$ cat config.mk
export PLATFORM = sky130hd
export DESIGN_NAME = smiop_port
export DESIGN_NICKNAME = d
export VERILOG_FILES = /design/src/hdl/smiop_pkg.sv /design/src/hdl/smiop_port.sv
export VERILOG_INCLUDE_DIRS = /design/src /design/src/hdl
export SDC_FILE = /design/constraint.sdc
export NUM_CORES = 1
export LEC_CHECK = 0
export ABC_AREA = 1
export BUFFER_PORTS_ARGS = -buffer_cell sky130_fd_sc_hd__buf_2
export CORE_MARGIN = 5
export CORE_UTILIZATION = 40
export CTS_CLUSTER_SIZE = 30
export DETAILED_ROUTE_END_ITERATION = 8
export PLACE_DENSITY = 0.69
export SETUP_SLACK_MARGIN = 0.1
export SYNTH_ARGS = -nofsm -noshare
export SYNTH_HDL_FRONTEND = slang
export SYNTH_SLANG_ARGS = --single-unit
export TNS_END_PERCENT = 1
$ cat constraint.sdc
create_clock -name clk -period 1.4 [get_ports clk]
set_input_delay 0.28 -clock clk [delete_from_list [all_inputs] [get_ports clk]]
set_output_delay 0.28 -clock clk [all_outputs]
set_load 0.005 [all_outputs]
$ cat src/hdl/smiop_defs.svh
// Register indices, field positions and reset values of the seven-bit muxed port.
`ifndef SMIOP_DEFS_SVH
`define SMIOP_DEFS_SVH

// Register indices; the byte address on the bus is four times the index.
`define SMIOP_IDX_PORT_DIRECTION 16'hffbd
`define SMIOP_IDX_PORT_DATA_LATCH 16'hffbf
`define SMIOP_IDX_MUX_CONTROL 16'hffb0

// Reset values of the two port registers and of the mux control register.
`define SMIOP_RST_PORT_DIRECTION 8'h80
`define SMIOP_RST_PORT_DATA_LATCH 8'h80
`define SMIOP_RST_MUX_CONTROL 12'h000
// Inputs handed on at reset: host strobes and interrupt lines idle high, the rest low.
`define SMIOP_RST_PERIPH_IN 11'h07f

// Reserved bit of both port registers, and the value it reads as.
`define SMIOP_RSVD_BIT 7
`define SMIOP_DIRECTION_READ 8'hff

// Field positions inside the mux control register.
`define SMIOP_CTL_I2C_ENABLE 0
`define SMIOP_CTL_CLOCK_ENABLE_0 1
`define SMIOP_CTL_CLOCK_ENABLE_1 2
`define SMIOP_CTL_SYNC_MODE 3
`define SMIOP_CTL_RECEIVE_ENABLE 4
`define SMIOP_CTL_TRANSMIT_ENABLE 5
`define SMIOP_CTL_SLAVE_MODE 6
`define SMIOP_CTL_HOST_ACCESS_CONTROL 7
`define SMIOP_CTL_GATE_A20_ENABLE 8
`define SMIOP_CTL_IRQ_THREE_ENABLE 9
`define SMIOP_CTL_IRQ_FOUR_ENABLE 10
`define SMIOP_CTL_IRQ_FIVE_ENABLE 11

// Pin numbers of the port.
`define SMIOP_PIN_HOST_ADDR 0
`define SMIOP_PIN_GATE_A20 1
`define SMIOP_PIN_HOST_SEL_ONE 2
`define SMIOP_PIN_HOST_IO_READ 3
`define SMIOP_PIN_SERIAL_TX 4
`define SMIOP_PIN_SERIAL_RX 5
`define SMIOP_PIN_SERIAL_CLOCK 6

`endif

$ cat src/hdl/smiop_pkg.sv
// Types shared by the seven-bit muxed port.
`default_nettype none
package smiop_pkg;

  // Mux control bits, one per field of the control register.
  typedef struct packed {
    logic irq_five_enable;
    logic irq_four_enable;
    logic irq_three_enable;
    logic gate_a20_enable;
    logic host_access_control;
    logic slave_mode;
    logic transmit_enable;
    logic receive_enable;
    logic sync_mode;
    logic clock_enable_1;
    logic clock_enable_0;
    logic i2c_enable;
  } smiop_ctl_t;

  // Drive of the seven pins.
  typedef struct packed {
    logic [6:0] oe;
    logic [6:0] out;
  } smiop_pins_t;

  // Inputs that the port hands on to the serial, I2C, host and interrupt logic.
  typedef struct packed {
    logic serial_clock_in;
    logic serial_receive_in;
    logic i2c_clock_in;
    logic host_addr_in;
    logic host_select_one;
    logic host_io_read;
    logic host_io_write;
    logic host_select_two;
    logic [2:0] irq_n;
  } smiop_periph_in_t;

  // Outputs of the on-chip functions that may own a pin.
  typedef struct packed {
    logic serial_clock_out;
    logic serial_transmit_out;
    logic i2c_clock_drive_low;
    logic gate_a20_out;
  } smiop_periph_out_t;

  // The whole state of the port.
  typedef struct packed {
    logic [6:0] direction;
    logic [6:0] data_latch;
    smiop_ctl_t ctl;
    smiop_pins_t pins;
    smiop_periph_in_t periph;
    logic waitrequest;
    logic [31:0] readdata;
  } smiop_state_t;

endpackage

`default_nettype wire

$ cat src/hdl/smiop_port.sv
// Seven-bit general-purpose port with serial, I2C and host-interface pin sharing.
//
// Operation
// - Seven usable pins, six down to zero, each usable as general-purpose I/O.
// - A general-purpose pin drives when its direction bit is one, else is input.
// - Direction register is write-only; reading it returns all ones.
// - Bit seven of both registers ignores writes and reads as one.
// - Reset and hardware standby load direction register with 80 hex.
// - Software standby leaves direction unchanged; outputs keep driving.
// - Reset and hardware standby load data latch with 80 hex; software standby keeps it.
// - Reading data returns the latch for bits whose direction bit is one.
// - Reading data returns the live pin for bits whose direction bit is zero.
// - Those read rules hold even while a peripheral owns the pin.
// - Direction register shares its address with another port's input register.
// - Pin six: I2C clock, else serial clock in, else serial clock out, else GPIO.
// - Pin six feeds interrupt five whenever its enable is set.
// - Pin five: host select two, else serial receive, else GPIO.
// - Pin five feeds interrupt four, pin four feeds interrupt three, when enabled.
// - Pin four: host write, else serial transmit, else GPIO.
// - Slave mode makes pins three, two, zero host read, select one, address inputs.
// - Pin one, when its direction bit is one, drives gate-A20 in slave mode with its enable, else latch value.
`timescale 1ns/100ps
`default_nettype none
`include "smiop_defs.svh"

module smiop_port
  import smiop_pkg::*;
(
  // Clock and reset.
  input wire logic clk,
  input wire logic rstn,
  // Hardware standby; initialises the registers like a reset while high.
  input wire logic hw_standby,
  // Avalon-MM slave.
  input wire logic [17:0] avs_address,
  input wire logic avs_read,
  input wire logic avs_write,
  input wire logic [3:0] avs_byteenable,
  input wire logic [31:0] avs_writedata,
  output logic [31:0] avs_readdata,
  output logic avs_waitrequest,
  // Other port's input register that lives at the direction register's address.
  input wire logic [7:0] other_port_input_value,
  input wire logic other_port_claims_read,
  // Pins.
  input wire logic [6:0] pin_in,
  output logic [6:0] pin_out,
  output logic [6:0] pin_oe,
  // On-chip functions.
  input wire smiop_periph_out_t periph_out,
  output smiop_periph_in_t periph_in,
  output smiop_ctl_t mux_control
);

  smiop_state_t s_q;
  smiop_state_t s_d;

  // Decoded bus request and helper terms.
  logic req;
  logic take;
  logic hit_dir;
  logic hit_data;
  logic hit_ctl;
  logic host_owns_rx_tx;
  logic [7:0] data_read;
  smiop_pins_t own;

  assign req = avs_read | avs_write;
  // The request completes at the edge where waitrequest is seen low.
  assign take = req & ~s_q.waitrequest;
  assign hit_dir = (avs_address[17:2] == `SMIOP_IDX_PORT_DIRECTION) &&
                   (avs_address[1:0] == 2'h0);
  assign hit_data = (avs_address[17:2] == `SMIOP_IDX_PORT_DATA_LATCH) &&
                    (avs_address[1:0] == 2'h0);
  assign hit_ctl = (avs_address[17:2] == `SMIOP_IDX_MUX_CONTROL) &&
                   (avs_address[1:0] == 2'h0);
  assign host_owns_rx_tx = s_q.ctl.slave_mode & ~s_q.ctl.host_access_control;

  // Data read: latch where the direction bit is one, pin level where zero.
  // Ownership by a peripheral does not change this view.
  assign data_read = {1'b1,
                      (s_q.direction & s_q.data_latch) |
                      (~s_q.direction & pin_in)};

  // Pin ownership and drive; earlier branches take priority.
  always_comb begin
    own.oe = s_q.direction;
    own.out = s_q.data_latch;
    // Pin six.
    if (s_q.ctl.i2c_enable) begin
      // Open-drain clock: only ever pulled low.
      own.oe[`SMIOP_PIN_SERIAL_CLOCK] = periph_out.i2c_clock_drive_low;
      own.out[`SMIOP_PIN_SERIAL_CLOCK] = 1'b0;
    end else if (s_q.ctl.clock_enable_1) begin
      own.oe[`SMIOP_PIN_SERIAL_CLOCK] = 1'b0;
      own.out[`SMIOP_PIN_SERIAL_CLOCK] = 1'b0;
    end else if (s_q.ctl.sync_mode | s_q.ctl.clock_enable_0) begin
      own.oe[`SMIOP_PIN_SERIAL_CLOCK] = 1'b1;
      own.out[`SMIOP_PIN_SERIAL_CLOCK] = periph_out.serial_clock_out;
    end
    // Pin five.
    if (host_owns_rx_tx || s_q.ctl.receive_enable) begin
      own.oe[`SMIOP_PIN_SERIAL_RX] = 1'b0;
      own.out[`SMIOP_PIN_SERIAL_RX] = 1'b0;
    end
    // Pin four.
    if (host_owns_rx_tx) begin
      own.oe[`SMIOP_PIN_SERIAL_TX] = 1'b0;
      own.out[`SMIOP_PIN_SERIAL_TX] = 1'b0;
    end else if (s_q.ctl.transmit_enable) begin
      own.oe[`SMIOP_PIN_SERIAL_TX] = 1'b1;
      own.out[`SMIOP_PIN_SERIAL_TX] = periph_out.serial_transmit_out;
    end
    // Pins three, two and zero are host inputs in slave mode.
    if (s_q.ctl.slave_mode) begin
      own.oe[`SMIOP_PIN_HOST_IO_READ] = 1'b0;
      own.oe[`SMIOP_PIN_HOST_SEL_ONE] = 1'b0;
      own.oe[`SMIOP_PIN_HOST_ADDR] = 1'b0;
      own.out[`SMIOP_PIN_HOST_IO_READ] = 1'b0;
      own.out[`SMIOP_PIN_HOST_SEL_ONE] = 1'b0;
      own.out[`SMIOP_PIN_HOST_ADDR] = 1'b0;
    end
    // Pin one keeps its direction bit; only the driven value changes.
    if (s_q.direction[`SMIOP_PIN_GATE_A20] && s_q.ctl.slave_mode &&
        s_q.ctl.gate_a20_enable) begin
      own.out[`SMIOP_PIN_GATE_A20] = periph_out.gate_a20_out;
    end
  end

  // Next state: registers, bus answer, pin drive and inputs passed on.
  always_comb begin
    s_d = s_q;
    // Answer every request with exactly one wait cycle.
    s_d.waitrequest = 1'b1;
    if (req && s_q.waitrequest) begin
      s_d.waitrequest = 1'b0;
      s_d.readdata = 32'h0000_0000;
      if (avs_read) begin
        if (hit_dir) begin
          s_d.readdata[7:0] = other_port_claims_read ? other_port_input_value
                                                     : `SMIOP_DIRECTION_READ;
        end else if (hit_data) begin
          s_d.readdata[7:0] = data_read;
        end else if (hit_ctl) begin
          s_d.readdata[11:0] = s_q.ctl;
        end
      end
    end
    // Writes land at the completing edge; bit seven is never stored.
    if (take && avs_write && avs_byteenable[0]) begin
      if (hit_dir) begin
        s_d.direction = avs_writedata[6:0];
      end else if (hit_data) begin
        s_d.data_latch = avs_writedata[6:0];
      end else if (hit_ctl && avs_byteenable[1]) begin
        s_d.ctl = smiop_ctl_t'(avs_writedata[11:0]);
      end
    end
    // Hardware standby reloads like reset; no software standby path exists, so it
    // keeps everything, including output drive.
    if (hw_standby) begin
      // Bit seven is reserved and never stored, so only the low seven bits load.
      s_d.direction = 7'(`SMIOP_RST_PORT_DIRECTION);
      s_d.data_latch = 7'(`SMIOP_RST_PORT_DATA_LATCH);
      s_d.ctl = smiop_ctl_t'(`SMIOP_RST_MUX_CONTROL);
    end
    s_d.pins = own;
    // Inputs to the functions; host strobes idle high while not owned.
    s_d.periph.serial_clock_in = pin_in[`SMIOP_PIN_SERIAL_CLOCK];
    s_d.periph.i2c_clock_in = pin_in[`SMIOP_PIN_SERIAL_CLOCK];
    s_d.periph.serial_receive_in = pin_in[`SMIOP_PIN_SERIAL_RX];
    s_d.periph.host_select_two = host_owns_rx_tx ? pin_in[`SMIOP_PIN_SERIAL_RX] : 1'b1;
    s_d.periph.host_io_write = host_owns_rx_tx ? pin_in[`SMIOP_PIN_SERIAL_TX] : 1'b1;
    s_d.periph.host_io_read = s_q.ctl.slave_mode ? pin_in[`SMIOP_PIN_HOST_IO_READ] : 1'b1;
    s_d.periph.host_select_one = s_q.ctl.slave_mode ? pin_in[`SMIOP_PIN_HOST_SEL_ONE]
                                                    : 1'b1;
    s_d.periph.host_addr_in = s_q.ctl.slave_mode ? pin_in[`SMIOP_PIN_HOST_ADDR] : 1'b0;
    // Interrupt lines follow the pins regardless of owner, idle high when disabled.
    s_d.periph.irq_n[2] = s_q.ctl.irq_five_enable ?
                          pin_in[`SMIOP_PIN_SERIAL_CLOCK] : 1'b1;
    s_d.periph.irq_n[1] = s_q.ctl.irq_four_enable ?
                          pin_in[`SMIOP_PIN_SERIAL_RX] : 1'b1;
    s_d.periph.irq_n[0] = s_q.ctl.irq_three_enable ?
                          pin_in[`SMIOP_PIN_SERIAL_TX] : 1'b1;
  end

  // State register; reset puts every pin to input and the bus in wait.
  always_ff @(posedge clk or negedge rstn) begin
    if (!rstn) begin
      s_q.direction <= 7'(`SMIOP_RST_PORT_DIRECTION);
      s_q.data_latch <= 7'(`SMIOP_RST_PORT_DATA_LATCH);
      s_q.ctl <= smiop_ctl_t'(`SMIOP_RST_MUX_CONTROL);
      s_q.pins <= '0;
      s_q.periph <= smiop_periph_in_t'(`SMIOP_RST_PERIPH_IN);
      s_q.waitrequest <= 1'b1;
      s_q.readdata <= 32'h0000_0000;
    end else begin
      s_q <= s_d;
    end
  end

  // Outputs come straight from the state register.
  assign avs_readdata = s_q.readdata;
  assign avs_waitrequest = s_q.waitrequest;
  assign pin_out = s_q.pins.out;
  assign pin_oe = s_q.pins.oe;
  assign periph_in = s_q.periph;
  assign mux_control = s_q.ctl;

endmodule

`default_nettype wire

# --- After elaboration in Yosys (flattened, before gate mapping) ---
# Index checks and enable logic that the tools add are counted.
totals:
  ff_bits: 63
  elab_cells: 99
classes:
  n_mux: 40
  reduce_logical: 18
  eq_ne: 5
  bitwise_logic: 10
op_table:
  columns: ["operator", "n"]
  rows:
  - ["26-bit two-way mux", 2]
  - ["16-bit equality test (second input constant)", 3]
  - ["12-bit two-way mux", 4]
  - ["33-bit two-way mux", 1]
  - ["8-bit two-way mux", 3]
  - ["1-bit two-way mux", 23]
  - ["19-bit two-way mux", 1]
  - ["7-bit bitwise AND", 2]
  - ["7-bit two-way mux", 2]
  - ["1-bit logical AND", 9]
  - ["4-bit two-way mux", 2]
  - ["2-bit nonzero test", 4]
  - ["7-bit NOT", 1]
  - ["7-bit bitwise OR", 1]
  - ["2-bit two-way mux", 2]
  - ["2-bit != test (second input constant)", 2]
  - ["4-bit AND reduction", 1]
  - ["3-bit AND reduction", 1]
  - ["1-bit bitwise AND", 2]
  - ["2-bit zero test", 1]
  - ["1-bit NOT", 2]
  - ["1-bit bitwise OR", 2]
  - ["2-bit AND reduction", 1]
  - ["1-bit logical OR", 1]

# --- Longest topological paths before layout ---
logic_depth:
  depth_word: 8
  mapped_depth: 10
  depth_no_buf: 9

# --- Least setup slack after synthesis ---
# OpenSTA, ideal clock, no wires.
synth_timing:
  path_kind: "reg-to-reg"
  from: "register s_q (netlist bit avs_waitrequest)"
  to: "register s_q (netlist bit avs_readdata[11])"
  path_slack_ns: 0.088
  setup_ns: 0.083
  t_required_ns: 1.317
  t_arrival_ns: 1.229
  stages_incl_launch_ff: 6
  path_buffers: 1
  path_cell_list: "dfstp_2 -> o21ai_0 -> nor2_1 -> buf_2 -> nand2_1 -> o21ai_0"
synth_between:
  elab_chain_len: 1
synth_lines:
  columns: ["element", "line_no", "text"]
  rows:
  - ["from (decl)", "smiop_port.sv:55", "smiop_state_t s_q;"]
  - ["1-bit logical AND", "smiop_port.sv:135", "if (req && s_q.waitrequest) begin"]
# Every way passes these cells.
# A chain may end at the register's enable or synchronous reset.

# --- Worst setup path after layout ---
layout_timing:
  from: "register s_q (netlist bit avs_waitrequest)"
  to: "register s_q[75] (netlist name)"
layout_between:
  elab_chain_len: 6
layout_lines:
  columns: ["element", "line_no", "text"]
  rows:
  - ["1-bit NOT", "smiop_port.sv:70", "assign take = req & ~s_q.waitrequest;"]
  - ["1-bit bitwise AND", "smiop_port.sv:70", null]
  - ["1-bit logical AND (2 in series)", "smiop_port.sv:150", "if (take && avs_write && avs_byteenable[0]) begin"]
  - ["2-bit nonzero test (no line)", null, null]
  - ["3-bit AND reduction (no line)", null, null]
# Every way passes these cells.

==> results.md <==
- The flow ran to the end, and the final reports show no timing, DRC or antenna violations.
- The areal power density over the cells is 908.8 nW/µm².
- The total vias in the final route is 2844.
- Clock-pin slew was measured on the worst setup and hold paths at 0.07 ns.
- The hold violation count in the final report is 0.
- Summed over all nets, the half-perimeter wirelength after detailed placement is 6576 µm.
- The first global-routing pass estimated 14180 µm of wire.
- sky130_fd_sc_hd__nand2_1 is the most common cell in the netlist.
- The share of synthesized flip-flops with an asynchronous set or reset is 100.0%.
- The critical path is of the flop to flop type.
- The cell count after synthesis is 399.
- The die covers 10720 µm².
- At the end of routability-driven placement, the weighted congestion stood at 0.8288.
- The number of buffers created by CTS is 9.
- The time the worst path needs with I/O delays and setup is 1.384 ns.
- The data arrival time at the worst-slack endpoint is 1.62 ns.
- IR analysis of the VDD net gives a maximum drop of 0.3582 mV.
- The via density per instance is 4.740.
- In this run the remaining antenna-violating nets after routing total 0.
- The distinct cell type count of the synthesized netlist is 36.
- The count of antenna diodes in the layout is 0.
- The net switching component of the power is 0.0009930 W.
- The final layout contains routed wiring with a total length of 8718 µm.
- STA puts the critical path data required time at 1.63 ns.
- The CTS tree is yes.
- The combinational group share of total power is 9.9%.
- The number of antenna violations at the first check in global routing is 0.
- The path category of the worst min-delay check is input port to flop.
- The cell chosen for the clock root is sky130_fd_sc_hd__clkbuf_8.
- Of the synthesized area, sequential elements account for 45.32%.
- The final critical path takes up 98.83% of the cycle.
- The number of DRC violations after detailed-routing iteration 0 is 108.
- Entering global routing, the biggest net connects 64 pins.
- STA classifies the critical path endpoint as a flop.
- The overall track demand over capacity in global routing is 16.38%.
- The startpoint class of the critical path is a flop.
- The number of placement rows is 34.
- In the post-synthesis netlist, the biggest area contributors are sky130_fd_sc_hd__dfrtp_1, sky130_fd_sc_hd__buf_4, sky130_fd_sc_hd__nand2_1.
- Setup violations remaining at the end of the flow were counted as 0.
- Dividing the detail-routed wire length by the instance count gives 14.53 µm.
- The number of global-route vias before repair is 2846.
- Of the total power, registers draw 48.7%.
- The initial utilization of the core area, before any placement, comes to 40.54%.
- The standard cell core area is 8636 µm².
- The highest fanout seen on the critical path is 5.
- Summing internal, switching and leakage power gives 0.003820 W.
- The area overhead of the layout relative to synthesis is 20.05%.
- In the final design database the tool counted 566 nets.
- The CTS sink count is 63.
- Clock latency on the worst-skew pair, taken at its later pin, is 0.35 ns.
- The clock network is responsible for 41.4% of the overall power.
- At the end of the flow the core is filled with cells to 48.67%.
- Summed over all layers, the global routing overflow is 0.
- 149 I/O pins were placed.
- The area fraction of the dominant cell type after synthesis is 39.31%.
- The internal power contribution is 0.002827 W.
- The count of pins over their slew limit is 0.
- The number of maximum-capacitance violations is 0.
- The final clock skew is 0.008337 ns.
- The average footprint of a synthesized cell is 8.774 µm².
- In the final layout, the share of cells above drive strength 1 is 42.07%.
- In the routed design, unresolved DRC markers number 0.
- Synthesis inferred 63 register bits.
- No sink is reached through more buffers than the 2 on the longest clock path.
- The maximum level of the CTS H-tree is 3.
- The post-synthesis instance area is 3501 µm².
- The synthesized design contains 0 enable-type register cells.
- The total number of yosys warnings is 0.
- Based on the critical path, the design can be clocked at up to 722.7 MHz.
- Setup repair after global routing could not meet its margin everywhere.
- The floorplan step set the die width to 103.6 µm.
- The commonest cells after synthesis are sky130_fd_sc_hd__nand2_1, sky130_fd_sc_hd__buf_4, sky130_fd_sc_hd__dfrtp_1.
- The analysis attributes to cell leakage a power of 2.251 nW.
- Net switching is 26.00% of the power.
- The dominant synthesized flop cell is sky130_fd_sc_hd__dfrtp_1.
- The vertical die dimension is 103.6 µm.
- The number of buffers added on ports is 106.
- The cell type contributing the most total cell area after synthesis is sky130_fd_sc_hd__dfrtp_1.
- The number of optimization iterations in the first detailed-route pass is 4.
-- area by class of cell --
type	instances	area, µm²
multi-input combinational	239	1309
sequential	63	1587
timing repair buffer	139	844.6
fill	895	4433
inverter	35	131.4
clock buffer	9	123.9
clock inverter	7	72.57
tap	108	135.1
-- cells by family (layout without fill, tap and decap cells) --
logic type	Yosys count	count (layout)	synth area share, %
simple gates	183	185	27.27
mux	2	2	0.6076
compound gates	32	32	5.147
other cells	1	20	0.1071
buf+inv	118	190	21.55
flops	63	63	45.32
-- sequential cells by signal, summed over array words and instances, names as in the netlist --
name,flops
avs_readdata,12
avs_waitrequest,1
mux_control,12
own,1
periph_in,10
pin_oe,7
pin_out,7
s_q,13
-- power groups by stage --
stage / combinational (W) / clock (W) / sequential [W]
floorplan: 0.000198 / 0 / 0.00189
global placement: 0.000353 / 0 / 0.00189
detailed placement: 0.000359 / 0 / 0.00189
CTS: 0.000371 / 0.00161 / 0.00186
global route: 0.000425 / 0.00171 / 0.00186
finish: 0.000379 / 0.00158 / 0.00186
-- stage by stage --
step	setup WS, ns	hold WS [ns]	setup TNS [ns]	std cells	area, µm²
after floorplan	0.1041	-0.01559	0	418	3575
after global placement	-0.06068	0.3131	-1.110	578	3857
after detailed placement	-0.08089	0.3217	-1.919	578	3857
after CTS	0.02668	0.04229	0	599	4123
after global routing	-0.02646	0.03972	-0.1071	600	4203
final	0.01633	0.05719	0	600	4203
-- placed cells by master (no fill, tap or decap), drive strengths merged, types with 8 or more instances in the layout --
master	n
buf	138
nand2	83
dfrtp	55
nand3	55
inv	35
nor2	22
o21ai	22
conb	20
nand4	16
clkbuf	9
dfstp	8
-- worst max-delay path, cell delays in order (launching register included) --
cell and delay [ns]:
sky130_fd_sc_hd__dfstp_2 0.53, sky130_fd_sc_hd__and3b_2 0.26, sky130_fd_sc_hd__buf_6 0.13, sky130_fd_sc_hd__nand3_4 0.12, sky130_fd_sc_hd__nand2_4 0.10, sky130_fd_sc_hd__nand2_2 0.08
sky130_fd_sc_hd__o21ai_1 0.05
-- metal layers --
layer	routed length (µm)	vias to the layer above	track usage [%]
li1	-	1391	-
met1	3614	1360	19.92
met2	4399	84	27.05
met3	572	9	5.037
met4	131	0	6.373
met5	0	-	0
-- worst paths after layout --
kind                                       from           end  slack (ns)  depth (start not counted)
worst max-delay path            avs_waitrequest       s_q[75]        0.02                          6
worst min-delay path                  pin_in[5]  periph_in[9]        0.06                          1
worst max register to register  avs_waitrequest       s_q[75]        0.02                          6
worst min register to register           own[8]     pin_oe[1]        0.47                          0
max in group asynchronous                  rstn  periph_in[1]        0.59                          3
min in group asynchronous                  rstn    pin_out[0]        0.49                          3
-- timing repair --
item,in CTS,in global routing
pin swaps,5,10
endpoints found under the hold margin,55,0
buffers inserted,2,1
cloned,2,0
hold buffers,1,0
endpoints found under the setup margin,25,33
gates resized for setup,11,27
No activity file was read; power rests on OpenSTA's default activity.
